<file path="src/inc/sra_pkg.sv">
/*
 * Shared constants and types for the soft reset and AGC gain load block.
 * Assumes a single 100 MHz clock; the two processing rates arrive as enables.
 */
package sra_pkg;

   // ==========================================
   // Register indices on the plain register port
   // ==========================================
   localparam logic [7:0] SRA_ADDR_SOFT_RESET = 8'h19;
   localparam logic [7:0] SRA_ADDR_GAIN_LOAD  = 8'h1a;
   localparam logic [7:0] SRA_ADDR_CONFIG     = 8'h20;
   localparam logic [7:0] SRA_ADDR_IRQ_STATUS = 8'h21;
   localparam logic [7:0] SRA_ADDR_IRQ_MASK   = 8'h22;
   localparam logic [7:0] SRA_ADDR_STATE      = 8'h23;
   localparam logic [7:0] SRA_ADDR_AGC_ACC    = 8'h24;

   // ==========================================
   // Field positions
   // ==========================================
   localparam int SRA_CFG_CLEAR_INHIBIT = 15;
   localparam int SRA_CFG_SYNC1_BOTH    = 22;
   localparam int SRA_GAIN_EXP_HI       = 15;
   localparam int SRA_GAIN_EXP_LO       = 12;
   localparam int SRA_GAIN_MAN_HI       = 11;
   localparam int SRA_GAIN_MAN_LO       = 5;
   localparam int SRA_IRQ_BITS          = 4;
   localparam int SRA_IRQ_FIFO_AVAIL    = 0;
   localparam int SRA_IRQ_FE_DONE       = 1;
   localparam int SRA_IRQ_BE_DONE       = 2;
   localparam int SRA_IRQ_AGC_LOADED    = 3;

   // ==========================================
   // Reset values and counts
   // ==========================================
   localparam logic [3:0]  SRA_RESET_PERIODS  = 4'hA;
   localparam logic [2:0]  SRA_FIFO_RD_INIT   = 3'h7;
   localparam logic [2:0]  SRA_FIFO_WR_INIT   = 3'h0;
   localparam logic [3:0]  SRA_FIFO_FULL      = 4'h8;
   localparam logic [3:0]  SRA_FIFO_DEPTH_MK  = 4'h4;
   localparam logic [3:0]  SRA_CORDIC_ITERS   = 4'hF;
   localparam logic [7:0]  SRA_SNAP_INTERVAL  = 8'h3F;
   localparam logic [3:0]  SRA_SER_SHIFT      = 4'hF;
   localparam logic [2:0]  SRA_SER_WORDS      = 3'h3;
   localparam logic [1:0]  SRA_SER_SYNC       = 2'h1;
   localparam logic [3:0]  SRA_SER_DIV        = 4'h3;
   localparam logic [1:0]  SRA_MANT_INT       = 2'h1;
   localparam logic [31:0] SRA_CONFIG_RESET   = 32'h0000_0000;

   // ==========================================
   // Types
   // ==========================================
   typedef struct packed {
      logic [7:0]  addr;
      logic [31:0] wdata;
      logic        wr;
      logic        rd;
   } sra_bus_req_t;

   typedef struct packed {
      logic [2:0] rd_ptr;
      logic [2:0] wr_ptr;
      logic [3:0] count;
      logic       decode_busy;
      logic       empty;
      logic       full;
      logic       depth;
      logic       data_avail;
   } sra_fifo_t;

   typedef struct packed {
      logic [2:0] group_num;
      logic [7:0] interval;
      logic [2:0] rd_addr;
      logic [2:0] wr_addr;
   } sra_snap_t;

   typedef struct packed {
      logic [3:0] shift_cnt;
      logic [2:0] word_cnt;
      logic [1:0] sync_cnt;
      logic [3:0] div_cnt;
   } sra_serial_t;

endpackage

</file>
<file path="src/sra_top.sv">
/*
 * Soft reset distribution, reset pulse shaping and AGC gain preload.
 * Assumes one clock; front-end and back-end rates are one-cycle enables,
 * and the register port is a plain strobe port with read data one cycle later.
 */
`timescale 1ns/1ps

// What this block does
// - Soft reset clears coordinate converter iteration counter, aborting its work.
// - Soft reset clears output FIFO control decoder and write address.
// - Soft reset drops FIFO data-available indication and the interrupt output.
// - Soft reset clears FIFO depth and full flags, sets empty flag.
// - Soft reset puts FIFO read pointer at seven, write pointer at zero.
// - Soft reset zeroes snapshot group, loads interval, clears snapshot addresses.
// - Soft reset reloads serial shift, word, sync and divider counters.
// - Front-end reset lasts exactly ten front-end clock periods.
// - Back-end reset lasts exactly ten back-end clock periods.
// - Writing gain preload word strobes bits 15:5 into accumulator top bits.
// - Bits 15:12 give gain exponent, bits 11:5 mantissa, low bits ignored.
// - Mantissa weight is binary 01 followed by the seven fraction bits.
// - Accumulator input takes limiter output, or preload value during load strobe.
// - Gain preload is applied on the back-end rate.
// - Unless clear inhibit is set, reset word or second sync clears accumulator.
// - Config bit 22 lets first sync also start the back-end reset.
module sra_top
   import sra_pkg::*;
(
   // Clock and reset.
   input  wire logic        clk,
   input  wire logic        reset_n,
   // Rate enables for the two processing domains.
   input  wire logic        front_end_clock,
   input  wire logic        back_end_clock,
   // Register port.
   input  wire logic [7:0]  addr,
   input  wire logic [31:0] wdata,
   input  wire logic        wr,
   input  wire logic        rd,
   output logic      [31:0] rdata,
   // Sync inputs.
   input  wire logic        first_sync_input,
   input  wire logic        second_sync_input,
   // Activity of the controlled datapath blocks.
   input  wire logic        cordic_start,
   input  wire logic        fifo_push,
   input  wire logic        fifo_pop,
   input  wire logic        snap_tick,
   input  wire logic        serial_tick,
   input  wire logic [15:0] limiter_out,
   // Reset and control outputs.
   output logic             fe_reset,
   output logic             be_reset,
   output logic             cordic_busy,
   output logic      [3:0]  cordic_iter,
   output sra_fifo_t        fifo_state,
   output sra_snap_t        snap_state,
   output sra_serial_t      serial_state,
   // AGC outputs.
   output logic             agc_load_strobe,
   output logic      [3:0]  agc_exponent,
   output logic      [8:0]  agc_mantissa,
   output logic      [15:0] agc_accumulator,
   // Interrupt.
   output logic             host_interrupt
);
   import sra_pkg::*;

   // ==========================================
   // State
   // ==========================================
   typedef struct packed {
      logic [31:0]             rdata;
      logic [31:0]             config_word;
      logic [SRA_IRQ_BITS-1:0] irq_status;
      logic [SRA_IRQ_BITS-1:0] irq_mask;
      logic                    fe_pend;
      logic                    be_pend;
      logic [3:0]              fe_cnt;
      logic [3:0]              be_cnt;
      logic                    fe_reset;
      logic                    be_reset;
      logic                    clr_pend;
      logic                    load_pend;
      logic [10:0]             load_val;
      logic                    load_strobe;
      logic [15:0]             acc;
      logic                    cordic_busy;
      logic [3:0]              cordic_iter;
      sra_fifo_t               fifo;
      sra_snap_t               snap;
      sra_serial_t             ser;
   } sra_state_t;

   sra_state_t state;
   sra_state_t next_state;
   logic [1:0] rst_sync;
   logic       rst_n;

   // ==========================================
   // Reset release
   // ==========================================
   always_ff @(posedge clk or negedge reset_n) begin
      if (!reset_n) begin
         rst_sync <= 2'h0;
      end else begin
         rst_sync <= {rst_sync[0], 1'b1};
      end
   end
   assign rst_n = rst_sync[1];

   // ==========================================
   // Next state
   // ==========================================
   always_comb begin
      logic soft_wr;
      logic gain_wr;
      logic fe_start;
      logic be_start;
      logic fifo_in;
      logic fifo_out;
      soft_wr  = wr && (addr == SRA_ADDR_SOFT_RESET);
      gain_wr  = wr && (addr == SRA_ADDR_GAIN_LOAD);
      fe_start = 1'b0;
      be_start = 1'b0;
      fifo_in  = 1'b0;
      fifo_out = 1'b0;
      next_state = state;

      // Register reads answer in the following cycle only.
      next_state.rdata = 32'h0000_0000;
      if (rd) begin
         unique case (addr)
            SRA_ADDR_CONFIG:     next_state.rdata = state.config_word;
            SRA_ADDR_IRQ_STATUS: next_state.rdata = {28'h000_0000, state.irq_status};
            SRA_ADDR_IRQ_MASK:   next_state.rdata = {28'h000_0000, state.irq_mask};
            SRA_ADDR_STATE:      next_state.rdata = {17'h0_0000, state.fifo};
            SRA_ADDR_AGC_ACC:    next_state.rdata = {16'h0000, state.acc};
            default:             next_state.rdata = 32'h0000_0000;
         endcase
      end
      if (wr && addr == SRA_ADDR_CONFIG) begin
         next_state.config_word = wdata;
      end
      if (wr && addr == SRA_ADDR_IRQ_MASK) begin
         next_state.irq_mask = wdata[SRA_IRQ_BITS-1:0];
      end
      if (wr && addr == SRA_ADDR_IRQ_STATUS) begin
         next_state.irq_status = state.irq_status & ~wdata[SRA_IRQ_BITS-1:0];
      end

      // Requests are held until each domain's own enable picks them up.
      if (soft_wr || first_sync_input) begin
         next_state.fe_pend = 1'b1;
      end
      if (soft_wr || (first_sync_input && state.config_word[SRA_CFG_SYNC1_BOTH])) begin
         next_state.be_pend = 1'b1;
      end
      if ((soft_wr || second_sync_input) && !state.config_word[SRA_CFG_CLEAR_INHIBIT]) begin
         next_state.clr_pend = 1'b1;
      end
      if (gain_wr) begin
         next_state.load_pend = 1'b1;
         next_state.load_val  = wdata[SRA_GAIN_EXP_HI:SRA_GAIN_MAN_LO];
      end

      // Front-end reset stretch.
      if (front_end_clock) begin
         if (state.fe_pend) begin
            fe_start = 1'b1;
            next_state.fe_pend  = 1'b0;
            next_state.fe_reset = 1'b1;
            next_state.fe_cnt   = SRA_RESET_PERIODS - 4'h1;
         end else if (state.fe_reset) begin
            if (state.fe_cnt == 4'h0) begin
               next_state.fe_reset = 1'b0;
               next_state.irq_status[SRA_IRQ_FE_DONE] = 1'b1;
            end else begin
               next_state.fe_cnt = state.fe_cnt - 4'h1;
            end
         end
      end

      // Back-end reset stretch and the back-end datapath control.
      next_state.load_strobe = 1'b0;
      if (back_end_clock) begin
         if (state.be_pend) begin
            be_start = 1'b1;
            next_state.be_pend  = 1'b0;
            next_state.be_reset = 1'b1;
            next_state.be_cnt   = SRA_RESET_PERIODS - 4'h1;
         end else if (state.be_reset) begin
            if (state.be_cnt == 4'h0) begin
               next_state.be_reset = 1'b0;
               next_state.irq_status[SRA_IRQ_BE_DONE] = 1'b1;
            end else begin
               next_state.be_cnt = state.be_cnt - 4'h1;
            end
         end

         // The loop register input chooses preload over limiter.
         if (state.load_pend) begin
            next_state.load_pend   = 1'b0;
            next_state.load_strobe = 1'b1;
            next_state.acc = {state.load_val, 5'h00};
            next_state.irq_status[SRA_IRQ_AGC_LOADED] = 1'b1;
         end else if (state.clr_pend) begin
            next_state.clr_pend = 1'b0;
            next_state.acc = 16'h0000;
         end else begin
            next_state.acc = limiter_out;
         end

         if (be_start || state.be_reset) begin
            next_state.cordic_busy = 1'b0;
            next_state.cordic_iter = 4'h0;
            next_state.fifo.decode_busy = 1'b0;
            next_state.fifo.wr_ptr = SRA_FIFO_WR_INIT;
            next_state.fifo.rd_ptr = SRA_FIFO_RD_INIT;
            next_state.fifo.data_avail = 1'b0;
            next_state.fifo.count = 4'h0;
            next_state.fifo.depth = 1'b0;
            next_state.fifo.full  = 1'b0;
            next_state.fifo.empty = 1'b1;
            next_state.irq_status[SRA_IRQ_FIFO_AVAIL] = 1'b0;
            next_state.snap.group_num = 3'h0;
            next_state.snap.interval  = SRA_SNAP_INTERVAL;
            next_state.snap.rd_addr   = 3'h0;
            next_state.snap.wr_addr   = 3'h0;
            next_state.ser.shift_cnt = SRA_SER_SHIFT;
            next_state.ser.word_cnt  = SRA_SER_WORDS;
            next_state.ser.sync_cnt  = SRA_SER_SYNC;
            next_state.ser.div_cnt   = SRA_SER_DIV;
         end else begin
            // Coordinate converter iterations.
            if (state.cordic_busy) begin
               next_state.cordic_iter = state.cordic_iter + 4'h1;
               if (state.cordic_iter == SRA_CORDIC_ITERS) begin
                  next_state.cordic_busy = 1'b0;
               end
            end else if (cordic_start) begin
               next_state.cordic_busy = 1'b1;
               next_state.cordic_iter = 4'h0;
            end
            // FIFO pointer and flag tracking.
            fifo_in  = fifo_push && !state.fifo.full;
            fifo_out = fifo_pop && !state.fifo.empty;
            next_state.fifo.decode_busy = fifo_in || fifo_out;
            if (fifo_in) begin
               next_state.fifo.wr_ptr = state.fifo.wr_ptr + 3'h1;
            end
            if (fifo_out) begin
               next_state.fifo.rd_ptr = state.fifo.rd_ptr + 3'h1;
            end
            if (fifo_in && !fifo_out) begin
               next_state.fifo.count = state.fifo.count + 4'h1;
            end else if (fifo_out && !fifo_in) begin
               next_state.fifo.count = state.fifo.count - 4'h1;
            end
            next_state.fifo.empty = (next_state.fifo.count == 4'h0);
            next_state.fifo.full  = (next_state.fifo.count == SRA_FIFO_FULL);
            next_state.fifo.depth = (next_state.fifo.count >= SRA_FIFO_DEPTH_MK);
            next_state.fifo.data_avail = !next_state.fifo.empty;
            if (fifo_in) begin
               next_state.irq_status[SRA_IRQ_FIFO_AVAIL] = 1'b1;
            end
            // Snapshot interval and group tracking.
            if (snap_tick) begin
               if (state.snap.interval == 8'h00) begin
                  next_state.snap.interval  = SRA_SNAP_INTERVAL;
                  next_state.snap.group_num = state.snap.group_num + 3'h1;
                  next_state.snap.wr_addr   = state.snap.wr_addr + 3'h1;
               end else begin
                  next_state.snap.interval = state.snap.interval - 8'h01;
               end
            end
            if (fifo_out) begin
               next_state.snap.rd_addr = state.snap.rd_addr + 3'h1;
            end
            // Serial output counters: divider, then bit, then word.
            if (serial_tick) begin
               if (state.ser.div_cnt == 4'h0) begin
                  next_state.ser.div_cnt = SRA_SER_DIV;
                  if (state.ser.shift_cnt == 4'h0) begin
                     next_state.ser.shift_cnt = SRA_SER_SHIFT;
                     next_state.ser.sync_cnt  = SRA_SER_SYNC;
                     if (state.ser.word_cnt == 3'h0) begin
                        next_state.ser.word_cnt = SRA_SER_WORDS;
                     end else begin
                        next_state.ser.word_cnt = state.ser.word_cnt - 3'h1;
                     end
                  end else begin
                     next_state.ser.shift_cnt = state.ser.shift_cnt - 4'h1;
                     if (state.ser.sync_cnt != 2'h0) begin
                        next_state.ser.sync_cnt = state.ser.sync_cnt - 2'h1;
                     end
                  end
               end else begin
                  next_state.ser.div_cnt = state.ser.div_cnt - 4'h1;
               end
            end
         end
      end
   end

   // ==========================================
   // Registers
   // ==========================================
   always_ff @(posedge clk or negedge rst_n) begin
      if (!rst_n) begin
         state <= '0;
         state.config_word <= SRA_CONFIG_RESET;
         state.fifo.rd_ptr <= SRA_FIFO_RD_INIT;
         state.fifo.empty  <= 1'b1;
         state.snap.interval <= SRA_SNAP_INTERVAL;
         state.ser.shift_cnt <= SRA_SER_SHIFT;
         state.ser.word_cnt  <= SRA_SER_WORDS;
         state.ser.sync_cnt  <= SRA_SER_SYNC;
         state.ser.div_cnt   <= SRA_SER_DIV;
      end else begin
         state <= next_state;
      end
   end

   // ==========================================
   // Outputs
   // ==========================================
   assign rdata           = state.rdata;
   assign fe_reset        = state.fe_reset;
   assign be_reset        = state.be_reset;
   assign cordic_busy     = state.cordic_busy;
   assign cordic_iter     = state.cordic_iter;
   assign fifo_state      = state.fifo;
   assign snap_state      = state.snap;
   assign serial_state    = state.ser;
   assign agc_load_strobe = state.load_strobe;
   assign agc_accumulator = state.acc;
   assign agc_exponent    = state.acc[SRA_GAIN_EXP_HI:SRA_GAIN_EXP_LO];
   assign agc_mantissa    = {SRA_MANT_INT, state.acc[SRA_GAIN_MAN_HI:SRA_GAIN_MAN_LO]};
   // The interrupt stays low for the whole back-end reset.
   assign host_interrupt  = (|(state.irq_status & state.irq_mask)) && !state.be_reset;

endmodule

</file>
<file path="config.mk">
export PLATFORM = sky130hd
export DESIGN_NAME = sra_top
export DESIGN_NICKNAME = d
export VERILOG_FILES = /design/src/inc/sra_pkg.sv /design/src/sra_top.sv
export SDC_FILE = /design/constraint.sdc
export NUM_CORES = 1
export LEC_CHECK = 0
export ABC_AREA = 1
export BUFFER_PORTS_ARGS = -buffer_cell sky130_fd_sc_hd__clkbuf_2
export CAP_MARGIN = 10
export CORE_UTILIZATION = 50
export CTS_BUF_LIST = sky130_fd_sc_hd__clkbuf_16
export CTS_CLUSTER_SIZE = 28
export DETAILED_ROUTE_END_ITERATION = 6
export PLACE_DENSITY = 0.81
export SETUP_SLACK_MARGIN = 0.02
export SYNTH_ARGS = -nofsm -noshare
export SYNTH_HDL_FRONTEND = slang
export SYNTH_SLANG_ARGS = --single-unit
export TNS_END_PERCENT = 50
</file>
<file path="constraint.sdc">
create_clock -name clk -period 8.45 [get_ports clk]
set_input_delay 0.4225 -clock clk [delete_from_list [all_inputs] [get_ports clk]]
set_output_delay 0.4225 -clock clk [all_outputs]
set_load 0.03 [all_outputs]
</file>
==> Implementation_results.wiki <==
{| class="wikitable"
! Metric !! Value
|-
| Number of global-route vias before repair || 5991
|-
| Clock slew at the register clock pins of the worst setup and hold paths || 0.07 ns
|-
| Gpl congestion || 0.894
|-
| First-pass GRT wire length || 30300 um
|-
| Post_cts resized || 0
|-
| Routed WL per cell || 14.5 um
|-
| Endpoint type of the worst setup path || asynchronous set/reset pin
|-
| Leading area contributor after synthesis || sky130_fd_sc_hd__dfrtp_1
|-
| Core Footprint || 16100 um^2
|-
| Final nets || between 1k and 1.5k
|-
| Chip height || 132 um
|-
| Top cell type's share of synthesized area || 43.8%
|-
| Routed length on met3 || around 1300 um
|-
| H-tree levels || 4
|-
| Final clock period utilization by the worst path || 25.6%
|-
| DRT Wirelength || 18500 um
|-
| Post-route minimum period || roughly 2.2 ns
|-
| Critical Path Stages || 1
|-
| Share of flip-flops with an asynchronous set or reset || between 90% and 100%
|-
| Placed cell area || 8640 um^2
|-
| Critical R2R Capture || agc_accumulator[2]
|-
| Cell with the most instances after synthesis || sky130_fd_sc_hd__nand2_1
|-
| Count of yosys warnings during synthesis || 0
|-
| Number of enable-type register cells in the synthesized netlist || 0
|-
| Number of max-cap violations || 0
|-
| Startpoint class of the critical path || flip-flop
|-
| Worst-margin pin slew || 1.05 ns
|-
| Number of cells on the worst reg-to-reg path || 1
|-
| Clock sinks || 166
|-
| Die area || roughly 17000 um^2
|-
| Final std cell area, no fill || between 9000 and 10000 um^2
|-
| Routed length on met2 || ~9000 um
|-
| All-layer global routing usage || 22.2%
|-
| Largest cells by area after synthesis || sky130_fd_sc_hd__dfrtp_1 44%, sky130_fd_sc_hd__buf_4 10%, sky130_fd_sc_hd__nand2_1 9.7%
|-
| Detailed-placement wirelength estimate || 13500 um
|-
| Non-Filler Instances || 1280
|-
| Result of the run || complete, no violations
|-
| Top Ports || 184
|-
| Global-route congestion overflow total || 0
|-
| Crit Path Class || reg2async
|-
| Final Power || around 2.2 mW
|-
| Fraction of final layout cells sized beyond drive strength 1 || approximately a quarter
|-
| Cell family contributing the most delay on the critical path || flip-flops
|-
| Number of cells traversed by the worst hold path || 3
|-
| RSZ-0062 raised after global routing || false
|-
| DRC marker count from the first detailed-route iteration || 463
|-
| Worst min-delay path class || in2reg
|-
| Library cells used by synthesis || 44
|-
| Starting Density || a little over half
|-
| Critical-path maximum fanout || 83
|-
| Largest net degree at the start of global routing || 84
|-
| Maximum clock path buffer count || 2
|-
| Largest vdd supply drop || 0.000149 V
|-
| Share of synthesized area occupied by flip-flops and latches || between 40% and 50%
|-
| Via count normalized by instance count || 5.10
|-
| Uppermost routed layer || met4
|-
| Number of vias after detailed routing || 6533
|-
| Critical path buffer and inverter count || 1
|-
| Leading register cell type out of synthesis || sky130_fd_sc_hd__dfrtp_1
|-
| Data arrival time at the worst-slack endpoint || 2.56 ns
|-
| Hold Violations, Final || 0
|-
| Placement Rows || 46
|-
| Most used standard cells in the synthesized netlist || 216 x sky130_fd_sc_hd__nand2_1, 147 x sky130_fd_sc_hd__dfrtp_1, 117 x sky130_fd_sc_hd__inv_1
|-
| Leakage component of the power || 5.04 nW
|-
| Hold path start || limiter_out[4]
|-
| Insertion delay to the later sink of the worst-skew pair || between 0.4 and 0.5 ns
|-
| Number of inserted diodes || 0
|-
| Delay of the slowest critical-path stage || ~1.1 ns
|-
| Achievable clock frequency || 463 MHz
|-
| CTS Root Buffer Type || sky130_fd_sc_hd__clkbuf_16
|-
| Final number of max-transition violations || 0
|-
| Detailed-router iteration count before antenna repair || 6
|-
| CTS buffer count || 17
|-
| Reg-to-reg slack, setup || 6.29 ns
|-
| Smallest hold slack || 0.219 ns
|-
| CP max-delay cell || sky130_fd_sc_hd__dfrtp_4
|-
| Data required, critical path || 8.85 ns
|-
| Source of the worst register-to-register timing path || rst_sync[1]
|-
| Number of flip-flops and latches in the synthesized netlist || 166
|-
| Endpoint with the worst hold slack || agc_accumulator[4]
|-
| DRC violations left || 0
|-
| CTS tree || done
|-
| Detail Route Antenna Nets || 0
|-
| Growth of design area from synthesis to finish || 10.3%
|-
| DP Cell Count || 1247
|-
| Initial antenna violation count || 0
|-
| Post-Syn Area per Cell || 8.56 um^2
|-
| Post-Syn Instances || 980
|-
| Worst slew margin || ~30%
|-
| Area of the mapped netlist || about 8400 um^2
|-
| Endpoints failing setup || 0
|-
| Critical path, cell by cell || buf_4
|-
| Post-route met1 wirelength || ~7900 um
|-
| Power per unit of standard cell area || 241 nW/um^2
|-
| Post-CTS Setup Inserts || 0
|-
| Final setup skew || 0.00779 ns
|-
| Chip Width || roughly 130 um
|-
| Accumulated negative setup slack || 0 ns
|-
| Number of buffers added on ports || approximately 180
|}
==> metal layers <==
metal,up-vias,track usage [%]
li1,3157,-
met1,3102,29.0
met2,245,36.3
met3,29,4.82
met4,0,7.82
met5,-,0
==> power by group <==
part | switching [mW] | leakage [nW] | total (mW) | internal [mW]
logic | 0.327 | 2.65 | 0.463 | 0.136
registers | 0.0766 | 2.10 | 0.970 | 0.894
clock network | 0.327 | 0.289 | 0.794 | 0.467
==> cell type report <==
cell class | count | area [um^2]
Multi-Input combinational cell | 559 | 2810
Inverter | 124 | 468
Clock inverter | 15 | 178
Fill cell | 1446 | 6860
Timing Repair Buffer | 183 | 923
Sequential cell | 166 | 4180
Clock buffer | 17 | 425
Tap cell | 216 | 270
==> cells in the final DEF (no fill, tap or decap), drive strengths merged <==
cell           n
bufinv         3
a32o           3
o22ai          6
xor2           7
a31oi          3
nor2          86
a21boi         1
buf            1
a21oi         33
mux2           1
o211ai        10
conb           3
o311ai         1
o32ai          1
inv          128
nor3           6
nand4         15
nand3b         1
dfstp         19
clkinv         5
or2            1
xnor2          1
dlygate4sd3    1
dfrtp        147
ha            20
a41oi          1
o31ai          4
nand2        224
nor4           1
nand3         47
clkbuf       198
clkinvlp       3
o21ai         83
==> state kept, by name, indices dropped and copies added (netlist names) <==
name and count:
agc_accumulator 16, agc_load_strobe 1, be_reset 1, cordic_busy 1, cordic_iter 4, fe_reset 1, fifo_state 15, rdata 32
rst_sync 2, serial_state 13, snap_state 17, state 63
==> worst max-delay path by stage <==
stage,from,endpoint,slack [ns]
after floorplan,rst_sync[1],agc_accumulator[0],3.52
after global placement,addr[7],state[104],6.03
after detailed placement,addr[4],state[104],5.98
after CTS,rst_sync[1],agc_accumulator[2],6.18
after global routing,rst_sync[1],fifo_state[0],5.90
final,rst_sync[1],agc_accumulator[2],6.29
==> what timing repair did <==
action | CTS | global route
hold buffers | 1 | 0
endpoints found under the hold margin | 2 | 0
endpoints found under the setup margin | 0 | 0
==> logic make-up after synthesis <==
family | count (synthesis) | share of synthesized area, %
simple gates | 381 | 19.6
buf+inv | 256 | 16.7
flops | 166 | 49.8
compound gates | 146 | 9.83
fa+ha+maj | 20 | 2.98
xor+xnor | 8 | 0.835
other cells | 2 | 0.0895
mux | 1 | 0.134
==> per-stage QoR <==
step	util [%]	worst slack, ns
final	57.4	6.29
after global routing	57.4	5.90
after CTS	57.4	6.18
after detailed placement	53.6	5.98
after global placement	53.6	6.03
after floorplan	-	3.52
Note: power is estimated with default switching activity, not from simulation.
